[config.mk]
export PLATFORM = sky130hd
export DESIGN_NAME = pvsir_regs
export DESIGN_NICKNAME = d
export VERILOG_FILES = /design/src/logic/pvsir_regs.v
export VERILOG_INCLUDE_DIRS = /design/src /design/src/common
export SDC_FILE = /design/constraint.sdc
export NUM_CORES = 1
export LEC_CHECK = 0
export BUFFER_PORTS_ARGS = -buffer_cell sky130_fd_sc_hd__buf_4
export CAP_MARGIN = 5
export CELL_PAD_IN_SITES_DETAIL_PLACEMENT = 1
export CELL_PAD_IN_SITES_GLOBAL_PLACEMENT = 2
export CORE_MARGIN = 2
export CORE_UTILIZATION = 32
export CTS_CLUSTER_SIZE = 24
export DETAILED_ROUTE_END_ITERATION = 10
export PLACE_DENSITY_LB_ADDON = 0.1
export SLEW_MARGIN = 20
export SYNTH_ARGS = -nofsm -noshare
export SYNTH_HDL_FRONTEND = slang
export SYNTH_SLANG_ARGS = --single-unit
[constraint.sdc]
create_clock -name clk_sys -period 1.9 [get_ports clk_sys]
set_input_delay 0.38 -clock clk_sys [delete_from_list [all_inputs] [get_ports clk_sys]]
set_output_delay 0.38 -clock clk_sys [all_outputs]
set_load 0.005 [all_outputs]
[src/common/pvsir_defines.vh]
// Register offsets, field positions and reset values for the PHY vendor register slice.
// Included by the register bank; definitions only.
`ifndef PVSIR_DEFINES_VH
`define PVSIR_DEFINES_VH

// Printed offsets are register indices; byte address is index times four
`define PVSIR_IDX_STRAP 8'h17
`define PVSIR_IDX_EXPCTL 8'h18
`define PVSIR_IDX_EVENT 8'h1b
`define PVSIR_IDX_DIAG 8'h1d

`define PVSIR_ADDR_STRAP 12'h05c
`define PVSIR_ADDR_EXPCTL 12'h060
`define PVSIR_ADDR_EVENT 12'h06c
`define PVSIR_ADDR_DIAG 12'h074

`define PVSIR_STRAP_ADDR_HI 15
`define PVSIR_STRAP_ADDR_LO 13
`define PVSIR_STRAP_RMII_BIT 1
`define PVSIR_STRAP_ADDR_ZERO 3'h0
`define PVSIR_STRAP_ADDR_THREE 3'h3
`define PVSIR_STRAP_WAIT 2'h3

`define PVSIR_EXPCTL_ENERGY_DETECT_POWERDOWN_BIT 11
`define PVSIR_EXPCTL_RESET 16'h0800

`define PVSIR_EVENT_EN_LO 8
`define PVSIR_EVENT_RESET 16'h0000

`define PVSIR_DIAG_START_BIT 15
`define PVSIR_DIAG_RES_HI 14
`define PVSIR_DIAG_RES_LO 13
`define PVSIR_DIAG_SHORT_BIT 12
`define PVSIR_DIAG_RSV_HI 11
`define PVSIR_DIAG_RSV_LO 9
`define PVSIR_DIAG_RESET 16'h0000
`define PVSIR_DIAG_RES_NORMAL 2'h0
`define PVSIR_DIAG_RES_OPEN 2'h1
`define PVSIR_DIAG_RES_SHORT 2'h2
`define PVSIR_DIAG_RES_FAIL 2'h3

`endif

[src/logic/pvsir_regs.v]
// APB register bank: strap status, expanded control, event flags, cable diagnostic.
// Assumes analog diagnostic engine and event sources on clk_sys; straps come from pins.
//
// Functional notes
// - Strap status bits 15:13 read latched station address, 000 or 011.
// - Only station addresses zero and three supported; others latch as zero.
// - Strap status bit 1 reads one when reduced interface mode strapped.
// - Expanded control bit 11 disables energy-detect powerdown; resets to one.
// - Event register bits 15:8 are read-write enables resetting to zero.
// - Order high to low: jabber, rx error, page, pdf, lp ack, down, rf, up.
// - Writing start bit begins diagnostic; bit held until completion then cleared.
// - Result bits 14:13: normal, open, short, failed; reset 00.
// - Bit 12 reads one when cable shorter than ten meters; reset zero.
//
// Local design decision: the APB interface to the registers.
`include "pvsir_defines.vh"
`timescale 1ns/1ps
`default_nettype none

module pvsir_regs #(
  parameter NUM_EVENTS = 8,
  parameter DIST_W = 9
) (
  input wire clk_sys,
  input wire resetn,
  input wire psel,
  input wire penable,
  input wire pwrite,
  input wire [11:0] paddr,
  input wire [31:0] pwdata,
  output reg [31:0] prdata,
  output reg pready,
  output reg pslverr,
  input wire [2:0] strap_station_address,
  input wire strap_rmii,
  input wire [NUM_EVENTS-1:0] event_pulse,
  input wire diag_done,
  input wire [1:0] diag_result,
  input wire diag_short_cable,
  input wire [DIST_W-1:0] diag_distance,
  output reg diag_start,
  output reg energy_detect_powerdown,
  output reg irq
);

  // Pins pass two flip-flops before use
  reg [3:0] strap_meta_reg;
  reg [3:0] strap_sync_reg;
  reg strap_taken_reg;
  reg [2:0] station_reg;
  reg rmii_reg;

  always @(posedge clk_sys or negedge resetn) begin
    if (!resetn) begin
      strap_meta_reg <= 4'h0;
      strap_sync_reg <= 4'h0;
    end else begin
      strap_meta_reg <= {strap_station_address, strap_rmii};
      strap_sync_reg <= strap_meta_reg;
    end
  end

  // Straps caught once after release, when the synchroniser has settled
  reg [1:0] strap_wait_reg;
  always @(posedge clk_sys or negedge resetn) begin
    if (!resetn) begin
      strap_wait_reg <= 2'h0;
      strap_taken_reg <= 1'b0;
      station_reg <= 3'h0;
      rmii_reg <= 1'b0;
    end else if (!strap_taken_reg) begin
      strap_wait_reg <= strap_wait_reg + 2'h1;
      if (strap_wait_reg == `PVSIR_STRAP_WAIT) begin
        strap_taken_reg <= 1'b1;
        rmii_reg <= strap_sync_reg[0];
        // Unsupported addresses fall back to zero
        if (strap_sync_reg[3:1] == `PVSIR_STRAP_ADDR_THREE)
          station_reg <= `PVSIR_STRAP_ADDR_THREE;
        else
          station_reg <= `PVSIR_STRAP_ADDR_ZERO;
      end
    end
  end

  wire access_w = psel && penable && pready;
  wire wr_w = access_w && pwrite;
  wire rd_w = access_w && !pwrite;
  wire hit_strap = paddr == `PVSIR_ADDR_STRAP;
  wire hit_expctl = paddr == `PVSIR_ADDR_EXPCTL;
  wire hit_event = paddr == `PVSIR_ADDR_EVENT;
  wire hit_diag = paddr == `PVSIR_ADDR_DIAG;
  wire hit_any = hit_strap || hit_expctl || hit_event || hit_diag;

  // Per-register strobes, all qualified by the edge where pready is seen high
  wire expctl_write_w = wr_w && hit_expctl;
  wire event_write_w = wr_w && hit_event;
  wire event_read_w = rd_w && hit_event;
  wire diag_write_w = wr_w && hit_diag;
  wire start_req_w = diag_write_w && pwdata[`PVSIR_DIAG_START_BIT];

  // First access cycle: the answer is prepared here, shown in the next
  wire answer_w = psel && penable && !pready;

  reg [15:0] expctl_reg;
  reg [NUM_EVENTS-1:0] enable_reg;
  reg [NUM_EVENTS-1:0] flag_reg;
  reg diag_busy_reg;
  reg [1:0] diag_res_reg;
  reg diag_short_reg;
  reg [2:0] diag_rsv_reg;
  reg [DIST_W-1:0] diag_dist_reg;

  // Expanded control; all bits writable, reserved ones keep what is written
  always @(posedge clk_sys or negedge resetn) begin
    if (!resetn)
      expctl_reg <= `PVSIR_EXPCTL_RESET;
    else if (expctl_write_w)
      expctl_reg <= pwdata[15:0];
  end

  // Enables are plain storage; they gate the interrupt, never the flags
  always @(posedge clk_sys or negedge resetn) begin
    if (!resetn)
      enable_reg <= {NUM_EVENTS{1'b0}};
    else if (event_write_w)
      enable_reg <= pwdata[`PVSIR_EVENT_EN_LO +: NUM_EVENTS];
  end

  // Per-flag set/clear; a new event in the reading cycle survives the clear,
  // but an event in the cycle where the answer is prepared is cleared unseen
  genvar gi;
  generate
    for (gi = 0; gi < NUM_EVENTS; gi = gi + 1) begin : g_flag
      always @(posedge clk_sys or negedge resetn) begin
        if (!resetn)
          flag_reg[gi] <= 1'b0;
        else if (event_pulse[gi])
          flag_reg[gi] <= 1'b1;
        else if (event_read_w)
          flag_reg[gi] <= 1'b0;
      end
    end
  endgenerate

  // Busy: set by a start write, cleared only by the engine's done pulse.
  // A start write landing with done while busy is dropped; software sees zero and retries.
  always @(posedge clk_sys or negedge resetn) begin
    if (!resetn)
      diag_busy_reg <= 1'b0;
    else if (diag_busy_reg && diag_done)
      diag_busy_reg <= 1'b0;
    else if (start_req_w)
      diag_busy_reg <= 1'b1;
  end

  // Results captured at completion only; they hold until the next test ends
  always @(posedge clk_sys or negedge resetn) begin
    if (!resetn) begin
      diag_res_reg <= `PVSIR_DIAG_RES_NORMAL;
      diag_short_reg <= 1'b0;
      diag_dist_reg <= {DIST_W{1'b0}};
    end else if (diag_busy_reg && diag_done) begin
      diag_res_reg <= diag_result;
      diag_short_reg <= diag_short_cable;
      diag_dist_reg <= diag_distance;
    end
  end

  // Reserved bits are stored but steer nothing
  always @(posedge clk_sys or negedge resetn) begin
    if (!resetn)
      diag_rsv_reg <= 3'h0;
    else if (diag_write_w)
      diag_rsv_reg <= pwdata[`PVSIR_DIAG_RSV_HI:`PVSIR_DIAG_RSV_LO];
  end

  // Read words per register; strap reserved bits read zero, diag reserved bits read what was written
  wire [15:0] strap_word;
  wire [15:0] event_word;
  wire [15:0] diag_word;
  assign strap_word = {station_reg, 11'h000, rmii_reg, 1'b0};
  assign event_word = {enable_reg, flag_reg};
  assign diag_word = {diag_busy_reg, diag_res_reg, diag_short_reg, diag_rsv_reg,
                      diag_dist_reg};

  reg [15:0] rd_mux;
  always @* begin
    rd_mux = 16'h0000;
    if (hit_strap) begin
      rd_mux = strap_word;
    end else if (hit_expctl) begin
      rd_mux = expctl_reg;
    end else if (hit_event) begin
      rd_mux = event_word;
    end else if (hit_diag) begin
      rd_mux = diag_word;
    end
  end

  // One wait state: pready is low in the first access cycle, high with the answer in the next.
  // Registering the answer costs a cycle but keeps prdata off the decode path.
  always @(posedge clk_sys or negedge resetn) begin
    if (!resetn) begin
      pready <= 1'b0;
      prdata <= 32'h00000000;
      pslverr <= 1'b0;
    end else begin
      pready <= answer_w;
      if (answer_w) begin
        prdata <= pwrite ? 32'h00000000 : {16'h0000, rd_mux};
        pslverr <= !hit_any;
      end else begin
        pslverr <= 1'b0;
      end
    end
  end

  // Interrupt follows the flags one cycle late, so it drops one cycle after a read
  always @(posedge clk_sys or negedge resetn) begin
    if (!resetn)
      irq <= 1'b0;
    else
      irq <= |(flag_reg & enable_reg);
  end

  // Start level to the engine lags the register bit by one cycle
  always @(posedge clk_sys or negedge resetn) begin
    if (!resetn)
      diag_start <= 1'b0;
    else
      diag_start <= diag_busy_reg;
  end

  // Output is the enable sense, the inverse of the stored disable bit
  always @(posedge clk_sys or negedge resetn) begin
    if (!resetn)
      energy_detect_powerdown <= 1'b0;
    else
      energy_detect_powerdown <= !expctl_reg[`PVSIR_EXPCTL_ENERGY_DETECT_POWERDOWN_BIT];
  end

endmodule // pvsir_regs

`default_nettype wire

==> results of run 1 <==
[metrics by stage]
| step | setup slack, ns | utilization | std cells | power, mW | area, µm² |
|---|---|---|---|---|---|
| 3_5_place_dp | -0.154 | 0.403 | 539 | 2.11 | 4560 |
| 2_1_floorplan | 0.00992 | - | 324 | 1.94 | 3730 |
| 6_report | 0.201 | 0.430 | 555 | 3.86 | 4870 |
| 4_1_cts | 0.176 | 0.430 | 555 | 3.93 | 4870 |
| 3_3_place_gp | -0.128 | 0.403 | 539 | 2.10 | 4560 |
| 5_1_grt | 0.0820 | 0.430 | 555 | 4.01 | 4870 |
[layout make-up]
type	count	area, µm²	share of cell area
flip-flops and latches	82	2050	0.422
multi-input cells	206	1460	0.301
repair buffers	105	851	0.175
clock buffers	12	256	0.0527
well taps	143	179	0.0368
clock inverters	4	51.3	0.0105
inverters	3	11.3	0.00231
[worst max-delay path, cell delays in order]
cell	delay (ns)
buf_4	0.11
nor4_1	0.32
buf_4	0.17
and2_1	0.16
or3b_1	0.54
a21o_1	0.24
[path summary, 6_finish.rpt]
check | start | to | slack (ns) | cells past startpoint
setup / recovery | paddr[9] | event_word[7] | 0.20 | 6
hold / removal | resetn | diag_dist_reg[8] | -0.007 | 1
setup reg to reg | pready | prdata[5] | 0.29 | 5
hold reg to reg | strap_meta_reg[3] | strap_sync_reg[3] | 0.35 | 0
max in group asynchronous | resetn | diag_dist_reg[1] | 1.34 | 2
min in group clk_sys | strap_station_address[2] | strap_meta_reg[3] | 0.15 | 1
[cell families (layout without fill, tap and decap cells)]
family,Yosys count,after routing,synth area share
and+or+nand+nor,80,80,0.118
buffers and inverters,36,124,0.0583
adders and majority gates,1,1,0.00341
AOI/OAI and AO/OA,66,66,0.118
muxes,41,41,0.136
DFF,82,82,0.560
xor gates and xnor gates,2,2,0.00478
other,1,16,0.00102
[power groups by stage]
stage	clock [mW]	combinational [mW]	sequential (mW)
after floorplan	0	0.111	1.82
after global placement	0	0.273	1.83
after detailed placement	0	0.277	1.83
after CTS	1.85	0.278	1.80
after global routing	1.91	0.304	1.80
final	1.79	0.270	1.80
[per-layer routing]
metal	up-vias	part of all wire
met1	1384	0.45
met4	0	0.023
met5	-	0
met2	76	0.48
met3	19	0.045
li1	1284	-
[layout by cell type, fill, tap and decap left out, types with 5 or more instances in the layout]
cell and count:
buf_4 100, conb_1 16, mux2_4 10, mux2_2 31, buf_12 5, a22oi_1 5, a21oi_1 26, clkbuf_16 9
dfrtp_1 81, nor2_1 16, nand3_1 15, a21o_1 8, nand2_1 22, o31ai_1 16
==> results.py, run 1 <==
metrics = {
    "route": {
        "drt_wl_total_mm": 9.74,
        "vias": 2763,
        "drc": 0,
        "vias_per_cell": 4.98,
        "drt-initial-drc-count": 153,
        "drt_first_pass_iters": 4,
        "routedWlPerCell_um": 17.5,
        "ant_nets": 0,
    },
    "synthesis": {
        "synth_top_area_frac": 0.553,
        "synth_ff_type": "dfrtp_1",
        "yosys-top-cells-count": "dfrtp_1 (81), mux2_2 (31), a21oi_1 (26), nand2_1 (22), buf_4 (17)",
        "yosys_warnings": 0,
        "syn_area_per_cell_um2": 11.9,
        "ys_ff_latch": 82,
        "synth_area_um2": 3670,
        "synth_seq_area_share": 0.560,
        "synthTopCellsByArea": "dfrtp_1 (55%), mux2_2 (9.5%), mux2_4 (4.1%)",
        "synth.distinct_cells": 44,
        "syn_inst": 309,
        "yosysMostFrequentCell": "dfrtp_1",
        "synthArstFlopShare": 1.00,
        "yosysTopAreaCell": "dfrtp_1",
        "synth_edf_count": 0,
    },
    "timing": {
        "finalHoldViolations": 17,
        "hold_ws_ns": -0.00726,
        "min_period_over_period": 0.894,
        "slew_violations": 0,
        "max_freq_mhz": 588,
        "fin_worst_skew_ns": 0.00560,
        "setup_viol": 0,
        "rsz0062_at_grt": "false",
        "fin_crit_ns": 1.70,
        "tns_ns": 0,
    },
    "clocking": {
        "cts_buffer_depth": 2,
        "insertion_delay_ns": 0.34,
        "cts_tree": "yes",
        "clkTransAtPathRegs_ns": 0.06,
        "cts_sinks": 82,
        "ctsHtreeMaxLevel": 3,
        "cts_resized": 0,
        "cts_root_buf": "clkbuf_16",
        "numCtsBuffers": 9,
        "hold_buffers": 0,
        "cts_setup_buffers": 0,
    },
    "grt": {
        "overflow": 0,
        "gr-usage-met3": 0.0383,
        "grt_max_degree": 40,
        "grt_pass1_wl_mm": 16.2,
        "use_met2": 0.279,
        "grt_util_met1": 0.222,
        "grt_pass1_vias": 3028,
        "antenna_found_initial": 0,
        "gr-max-usage-layer": "met2",
        "grt_usage": 0.171,
    },
    "status": {
        "status": "finished, violations left",
        "violations": "hold timing",
    },
    "die": {
        "die-area_um2": 12300,
        "initial_utilization": 0.324,
        "die_x_um": 111,
        "die_y_um": 111,
        "io_pins": 111,
        "core_um2": 11300,
        "row_count": 39,
    },
    "place": {
        "io_buffer_count": 78,
        "place_hpwl_mm": 7.00,
        "gp_congestion": 0.801,
    },
    "critical_path": {
        "path_max_fanout": 8,
        "startpoint_type": "input port",
        "worstPathRequired_ns": 2.13,
        "cp-end-kind": "register",
        "crit_arrival_ns": 1.92,
        "worstSetupPathType": "in2reg",
    },
    "pwr": {
        "p_int_mw": 3.01,
        "p_clk_frac": 0.464,
        "sw_frac_of_total": 0.221,
        "p_sw_mw": 0.853,
        "powerDensity_nw_per_um2": 793,
        "p_comb_frac": 0.070,
        "pwr-share-seq": 0.466,
        "leakagePower_nw": 2.35,
        "vdd_drop_max_v": 0.000317,
    },
    "finish": {
        "fill_cells": 1249,
        "fin_nets": 482,
        "drive_gt1_frac": 0.410,
        "area_growth_pct": 32.7,
        "insertedDiodeCount": 0,
    },
    "job": {
        "cap_violations": 0,
    },
    "min_path": {
        "worstHoldPathType": "in2async",
    },
}
(Power assumes the default switching activity.)
==> run 2: changes to the inputs <==
--- a/config.mk
+++ b/config.mk
@@ -11,10 +11,11 @@
 export CELL_PAD_IN_SITES_DETAIL_PLACEMENT = 1
 export CELL_PAD_IN_SITES_GLOBAL_PLACEMENT = 2
 export CORE_MARGIN = 2
-export CORE_UTILIZATION = 32
+export CORE_UTILIZATION = 34
+export CTS_BUF_LIST = sky130_fd_sc_hd__clkbuf_8
 export CTS_CLUSTER_SIZE = 24
 export DETAILED_ROUTE_END_ITERATION = 10
-export PLACE_DENSITY_LB_ADDON = 0.1
+export PLACE_DENSITY_LB_ADDON = 0.2
 export SLEW_MARGIN = 20
 export SYNTH_ARGS = -nofsm -noshare
 export SYNTH_HDL_FRONTEND = slang
==> run 2 against run 1 <==
Compared with the run above: the run now ends clean; sequential power about the same; critical path depth decreased by 1; global-route usage increased by 0.49 points; fmax decreased by 2.0%; worst hold slack improved by 0.13 ns; total power decreased by 15%; clock power decreased by 32%; sequential cell count unchanged; setup slack got worse by 0.035 ns; critical endpoint is now event_word[3].
==> results.py, run 2 (synthesized netlist as in run 1, its figures left out) <==
metrics = {
    "place": {
        "gp_congestion": 0.776,
        "dp.cells": 533,
        "place_hpwl_mm": 7.10,
        "io_buffer_count": 78,
        "dpl_cell_area_um2": 4520,
    },
    "critical_path": {
        "crit_buf_inv": 1,
        "worstPathRequired_ns": 2.14,
        "crit_arrival_ns": 1.98,
        "worstPathCellList": "buf_4, nor4b_1, nand4_1, or3b_1, a21o_1",
        "crit_family": "simple AND/OR/NAND/NOR gates",
        "cp-end-kind": "register",
        "critPathSlowestCell": "or3b_1",
        "path_max_fanout": 8,
        "slowest_delay_ns": 0.59,
        "startpoint_type": "input port",
        "worstSetupPathType": "in2reg",
    },
    "clocking": {
        "cts_setup_buffers": 0,
        "numCtsBuffers": 9,
        "clkTransAtPathRegs_ns": 0.10,
        "insertion_delay_ns": 0.36,
        "cts_sinks": 82,
        "cts_buffer_depth": 2,
        "ctsHtreeMaxLevel": 3,
        "cts_tree": "yes",
        "cts_root_buf": "clkbuf_8",
    },
    "finish": {
        "finalNonFillerCells": 550,
        "postLayoutCellArea_um2": 4720,
        "mostFrequentLayoutCells": "buf_4 (103), dfrtp_1 (81), mux2_2 (31), a21oi_1 (26), nand2_1 (22)",
        "drive_gt1_frac": 0.411,
        "insertedDiodeCount": 0,
        "area_growth_pct": 28.8,
        "fin_nets": 484,
        "layout_commonest_cell": "buf_4",
    },
    "timing": {
        "hold_ws_ns": 0.120,
        "min_period_over_period": 0.913,
        "setup_viol": 0,
        "max_freq_mhz": 577,
        "rsz0062_at_grt": "false",
        "tns_ns": 0,
        "finalHoldViolations": 0,
        "fin_worst_skew_ns": 0.0121,
        "fin_crit_ns": 1.73,
        "slew_violations": 0,
    },
    "die": {
        "die-area_um2": 11600,
        "io_pins": 111,
        "core_um2": 10400,
        "die_x_um": 108,
        "row_count": 37,
        "die_y_um": 108,
        "initial_utilization": 0.352,
    },
    "grt": {
        "grt_usage": 0.175,
        "overflow": 0,
        "antenna_found_initial": 0,
        "grt_pass1_vias": 2955,
        "grt_pass1_wl_mm": 15.4,
        "grt_max_degree": 36,
    },
    "route": {
        "drt_wl_total_mm": 9.57,
        "routedWlPerCell_um": 17.4,
        "vias": 2713,
        "vias_per_cell": 4.93,
        "drc": 0,
        "drt_first_pass_iters": 4,
        "drt-initial-drc-count": 107,
        "ant_nets": 0,
    },
    "pwr": {
        "vdd_drop_max_v": 0.000354,
        "leakagePower_nw": 2.30,
        "powerDensity_nw_per_um2": 696,
    },
    "status": {
        "status": "finished, final reports clean",
    },
    "min_path": {
        "worstHoldPathType": "in2reg",
    },
    "job": {
        "cap_violations": 0,
    },
}
run 2: changes by cell type in the layout (fill, tap and decap cells not counted), sizes merged:
cell,previous run,this run
clkinv,2,3
inv,3,5
clkbuf,12,10
bufinv,1,0
buf,105,106
dlygate4sd3,0,1
run 2: worst paths after layout:
path,start,end,slack [ns],cells after the start
setup / recovery,paddr[1],event_word[3],0.17,5
hold / removal,strap_station_address[2],strap_meta_reg[3],0.12,1
setup reg to reg,pready,event_word[3],0.28,4
hold reg to reg,strap_meta_reg[1],strap_sync_reg[1],0.36,0
max in group asynchronous,resetn,prdata[2],0.80,3
min in group asynchronous,resetn,strap_taken_reg,0.53,2
run 2: report_power, final:
group,switching [mW],internal [mW]
clock network,0.686,0.527
registers,0.0167,1.78
logic,0.138,0.139
run 2: worst reg2reg max path, stage by stage (launching register included):
cell	delay, ns
dfrtp_1	0.36
and3_1	0.20
nand4_1	0.12
or3b_1	0.59
a21o_1	0.25
run 2: layout make-up:
class / count / area, µm²
Clock inverter: 6 / 50.0
Clock buffer: 10 / 138
Sequential cell: 82 / 2050
Tap cell: 136 / 170
Fill cell: 1141 / 5690
Multi-Input combinational cell: 206 / 1460
Inverter: 3 / 11.3
Timing Repair Buffer: 107 / 843
run 2: per-layer routing:
metal	track usage	part of all wire	up-vias	wire length (µm)
met5	0	0	-	0
met4	0.0495	0.011	0	106
met3	0.0321	0.034	10	327
met2	0.301	0.50	63	4830
met1	0.227	0.45	1359	4310
li1	-	-	1281	-
run 2: repair_timing:
item / CTS / global route
resized for setup: 0 / 0
hold endpoints to repair: 30 / 0
hold buffers: 1 / 0
endpoints found under the setup margin: 0 / 0
run 2: stage by stage:
| stage | util | power, mW | setup WS [ns] |
|---|---|---|---|
| floorplan | - | 1.94 | 0.00992 |
| global placement | 0.434 | 2.10 | -0.178 |
| detailed placement | 0.434 | 2.11 | -0.216 |
| CTS | 0.453 | 3.34 | 0.170 |
| global route | 0.453 | 3.43 | 0.100 |
| finish | 0.453 | 3.29 | 0.165 |
==> run 3: changes to the inputs <==
--- a/config.mk
+++ b/config.mk
@@ -15,8 +15,10 @@
 export CTS_BUF_LIST = sky130_fd_sc_hd__clkbuf_8
 export CTS_CLUSTER_SIZE = 24
 export DETAILED_ROUTE_END_ITERATION = 10
+export GPL_TIMING_DRIVEN = 0
 export PLACE_DENSITY_LB_ADDON = 0.2
 export SLEW_MARGIN = 20
 export SYNTH_ARGS = -nofsm -noshare
 export SYNTH_HDL_FRONTEND = slang
 export SYNTH_SLANG_ARGS = --single-unit
+export TNS_END_PERCENT = 1
==> run 3 against run 2 <==
Compared with the run above: sequential share of layout area is 0.069 points higher; sequential cell count did not move; non-clock buffer count is 2 higher; register-to-register slack worse by 0.15 ns; count of clock-buffer cells in the layout is 1 lower; highest routed layer unchanged; total power is 3.7% higher; fmax decreased by 6.3%; clock skew grew 0.0010 ns; critical path type unchanged; critical path depth increased by 2; sequential power about the same; cell count rose by 0.36%; clock power is 11% higher.
==> results.py, run 3 (synthesized netlist as in run 1, its figures left out) <==
metrics = {
    "pwr": {
        "vdd_drop_max_v": 0.000313,
        "powerDensity_nw_per_um2": 723,
        "leakagePower_nw": 2.28,
    },
    "die": {
        "core_um2": 10400,
        "die_x_um": 108,
        "die_y_um": 108,
        "io_pins": 111,
        "row_count": 37,
        "die-area_um2": 11600,
        "initial_utilization": 0.352,
    },
    "finish": {
        "layout_commonest_cell": "buf_4",
        "insertedDiodeCount": 0,
        "area_growth_pct": 28.6,
        "mostFrequentLayoutCells": "buf_4 (92), dfrtp_1 (81), mux2_2 (31), a21oi_1 (26), nand2_1 (22)",
        "fill_cells": 1181,
        "final_util": 0.453,
        "fin_nets": 486,
        "finalNonFillerCells": 552,
        "drive_gt1_frac": 0.409,
    },
    "critical_path": {
        "r2r_slack_ns": 0.13,
        "slowest_delay_ns": 0.54,
        "startpoint_type": "input port",
        "worstPathRequired_ns": 2.14,
        "worstPathCellList": "buf_4, or4b_1, buf_6, nor2_8, nand4_4, buf_12, mux2_4",
        "crit_family": "simple AND/OR/NAND/NOR gates",
        "crit_arrival_ns": 2.09,
        "crit_buf_inv": 3,
        "path_max_fanout": 10,
        "worstSetupPathType": "in2reg",
        "critPathSlowestCell": "or4b_1",
        "cp-end-kind": "register",
    },
    "clocking": {
        "cts_resized": 2,
        "cts_sinks": 82,
        "numCtsBuffers": 9,
        "cts_buffer_depth": 2,
        "clkTransAtPathRegs_ns": 0.10,
        "hold_buffers": 0,
        "cts_setup_buffers": 0,
        "cts_root_buf": "clkbuf_8",
        "ctsHtreeMaxLevel": 3,
        "cts_tree": "yes",
        "insertion_delay_ns": 0.36,
    },
    "place": {
        "dp_worst_setup_slack_ns": -0.485,
        "io_buffer_count": 76,
        "place_hpwl_mm": 6.98,
        "gp_congestion": 0.795,
        "dp.cells": 536,
    },
    "status": {
        "status": "finished, final reports clean",
    },
    "timing": {
        "worst_pin_slew_ns": 0.785,
        "relSlewSlack": 0.477,
        "max_freq_mhz": 540,
        "min_period_over_period": 0.974,
        "slew_violations": 0,
        "setup_slack_ns": 0.0492,
        "rsz0062_at_grt": "false",
        "fin_worst_skew_ns": 0.0132,
        "fin_crit_ns": 1.85,
        "setup_viol": 0,
        "finalHoldViolations": 0,
    },
    "route": {
        "drt-initial-drc-count": 139,
        "drt_wl_total_mm": 9.57,
        "vias": 2747,
        "vias_per_cell": 4.98,
        "drt_first_pass_iters": 4,
        "ant_nets": 0,
        "drc": 0,
        "routedWlPerCell_um": 17.3,
    },
    "min_path": {
        "worstHoldPathType": "in2async",
    },
    "grt": {
        "antenna_found_initial": 0,
        "grt_max_degree": 83,
        "grt_pass1_wl_mm": 15.5,
        "grt_usage": 0.177,
        "overflow": 0,
        "grt_pass1_vias": 3056,
    },
    "job": {
        "cap_violations": 0,
    },
}
==> run 3: cell count changes in the layout (fill, tap and decap cells not counted), moves of 2 or more <==
cell | previous run | this run
buf_12 | 3 | 1
buf_2 | 0 | 5
buf_4 | 103 | 92
buf_6 | 0 | 2
clkbuf_1 | 0 | 7
clkbuf_2 | 0 | 2
clkinv_4 | 2 | 0
inv_6 | 1 | 3
==> run 3: metrics by stage <==
stage               power (mW)  cell area (µm²)  hold WS, ns  TNS (ns)
floorplan                 1.94             3730       0.0844         0
global placement          2.10             4470        0.333    -16.33
detailed placement        2.11             4470        0.336    -17.65
CTS                       3.46             4680       0.0985         0
global route              3.57             4710       0.0960         0
finish                    3.41             4710       0.0519         0
==> run 3: power by group <==
| group | internal [mW] | switching, mW | total (mW) |
|---|---|---|---|
| clock | 0.630 | 0.706 | 1.34 |
| sequential | 1.78 | 0.0159 | 1.79 |
| combinational | 0.139 | 0.137 | 0.277 |
| total | 2.55 | 0.859 | 3.41 |
==> run 3: final timing paths <==
path | depth (start not counted) | startpoint | end
max | 7 | paddr[1] | expctl_reg[13]
max reg2reg | 4 | pready | enable_reg[5]
max in group asynchronous | 1 | resetn | event_word[7]
min reg2reg | 0 | strap_meta_reg[3] | strap_sync_reg[3]
min in group clk_sys | 1 | strap_rmii | strap_meta_reg[0]
min | 1 | resetn | prdata[14]
==> run 3: layout make-up <==
class / instances / area [µm²] / share of cell area
Timing Repair Buffer: 76 / 574 / 0.122
Sequential cell: 82 / 2050 / 0.436
Clock buffer: 9 / 124 / 0.0263
Tap cell: 136 / 170 / 0.0361
Buffer: 33 / 220 / 0.0467
Multi-Input combinational cell: 206 / 1480 / 0.314
Clock inverter: 7 / 82.6 / 0.0175
Inverter: 3 / 11.3 / 0.00239
==> run 3: worst register-to-register path: cells and delay by family (launching register included) <==
kind / cells / cell delay, ns
and+or+nand+nor: 3 / 0.88
muxes: 1 / 0.40
DFF: 1 / 0.38
==> run 3: layer usage <==
layer	routed length, µm	global-route usage
met5	0	0
met4	186	0.0778
met3	383	0.0339
met2	4810	0.294
met1	4190	0.225
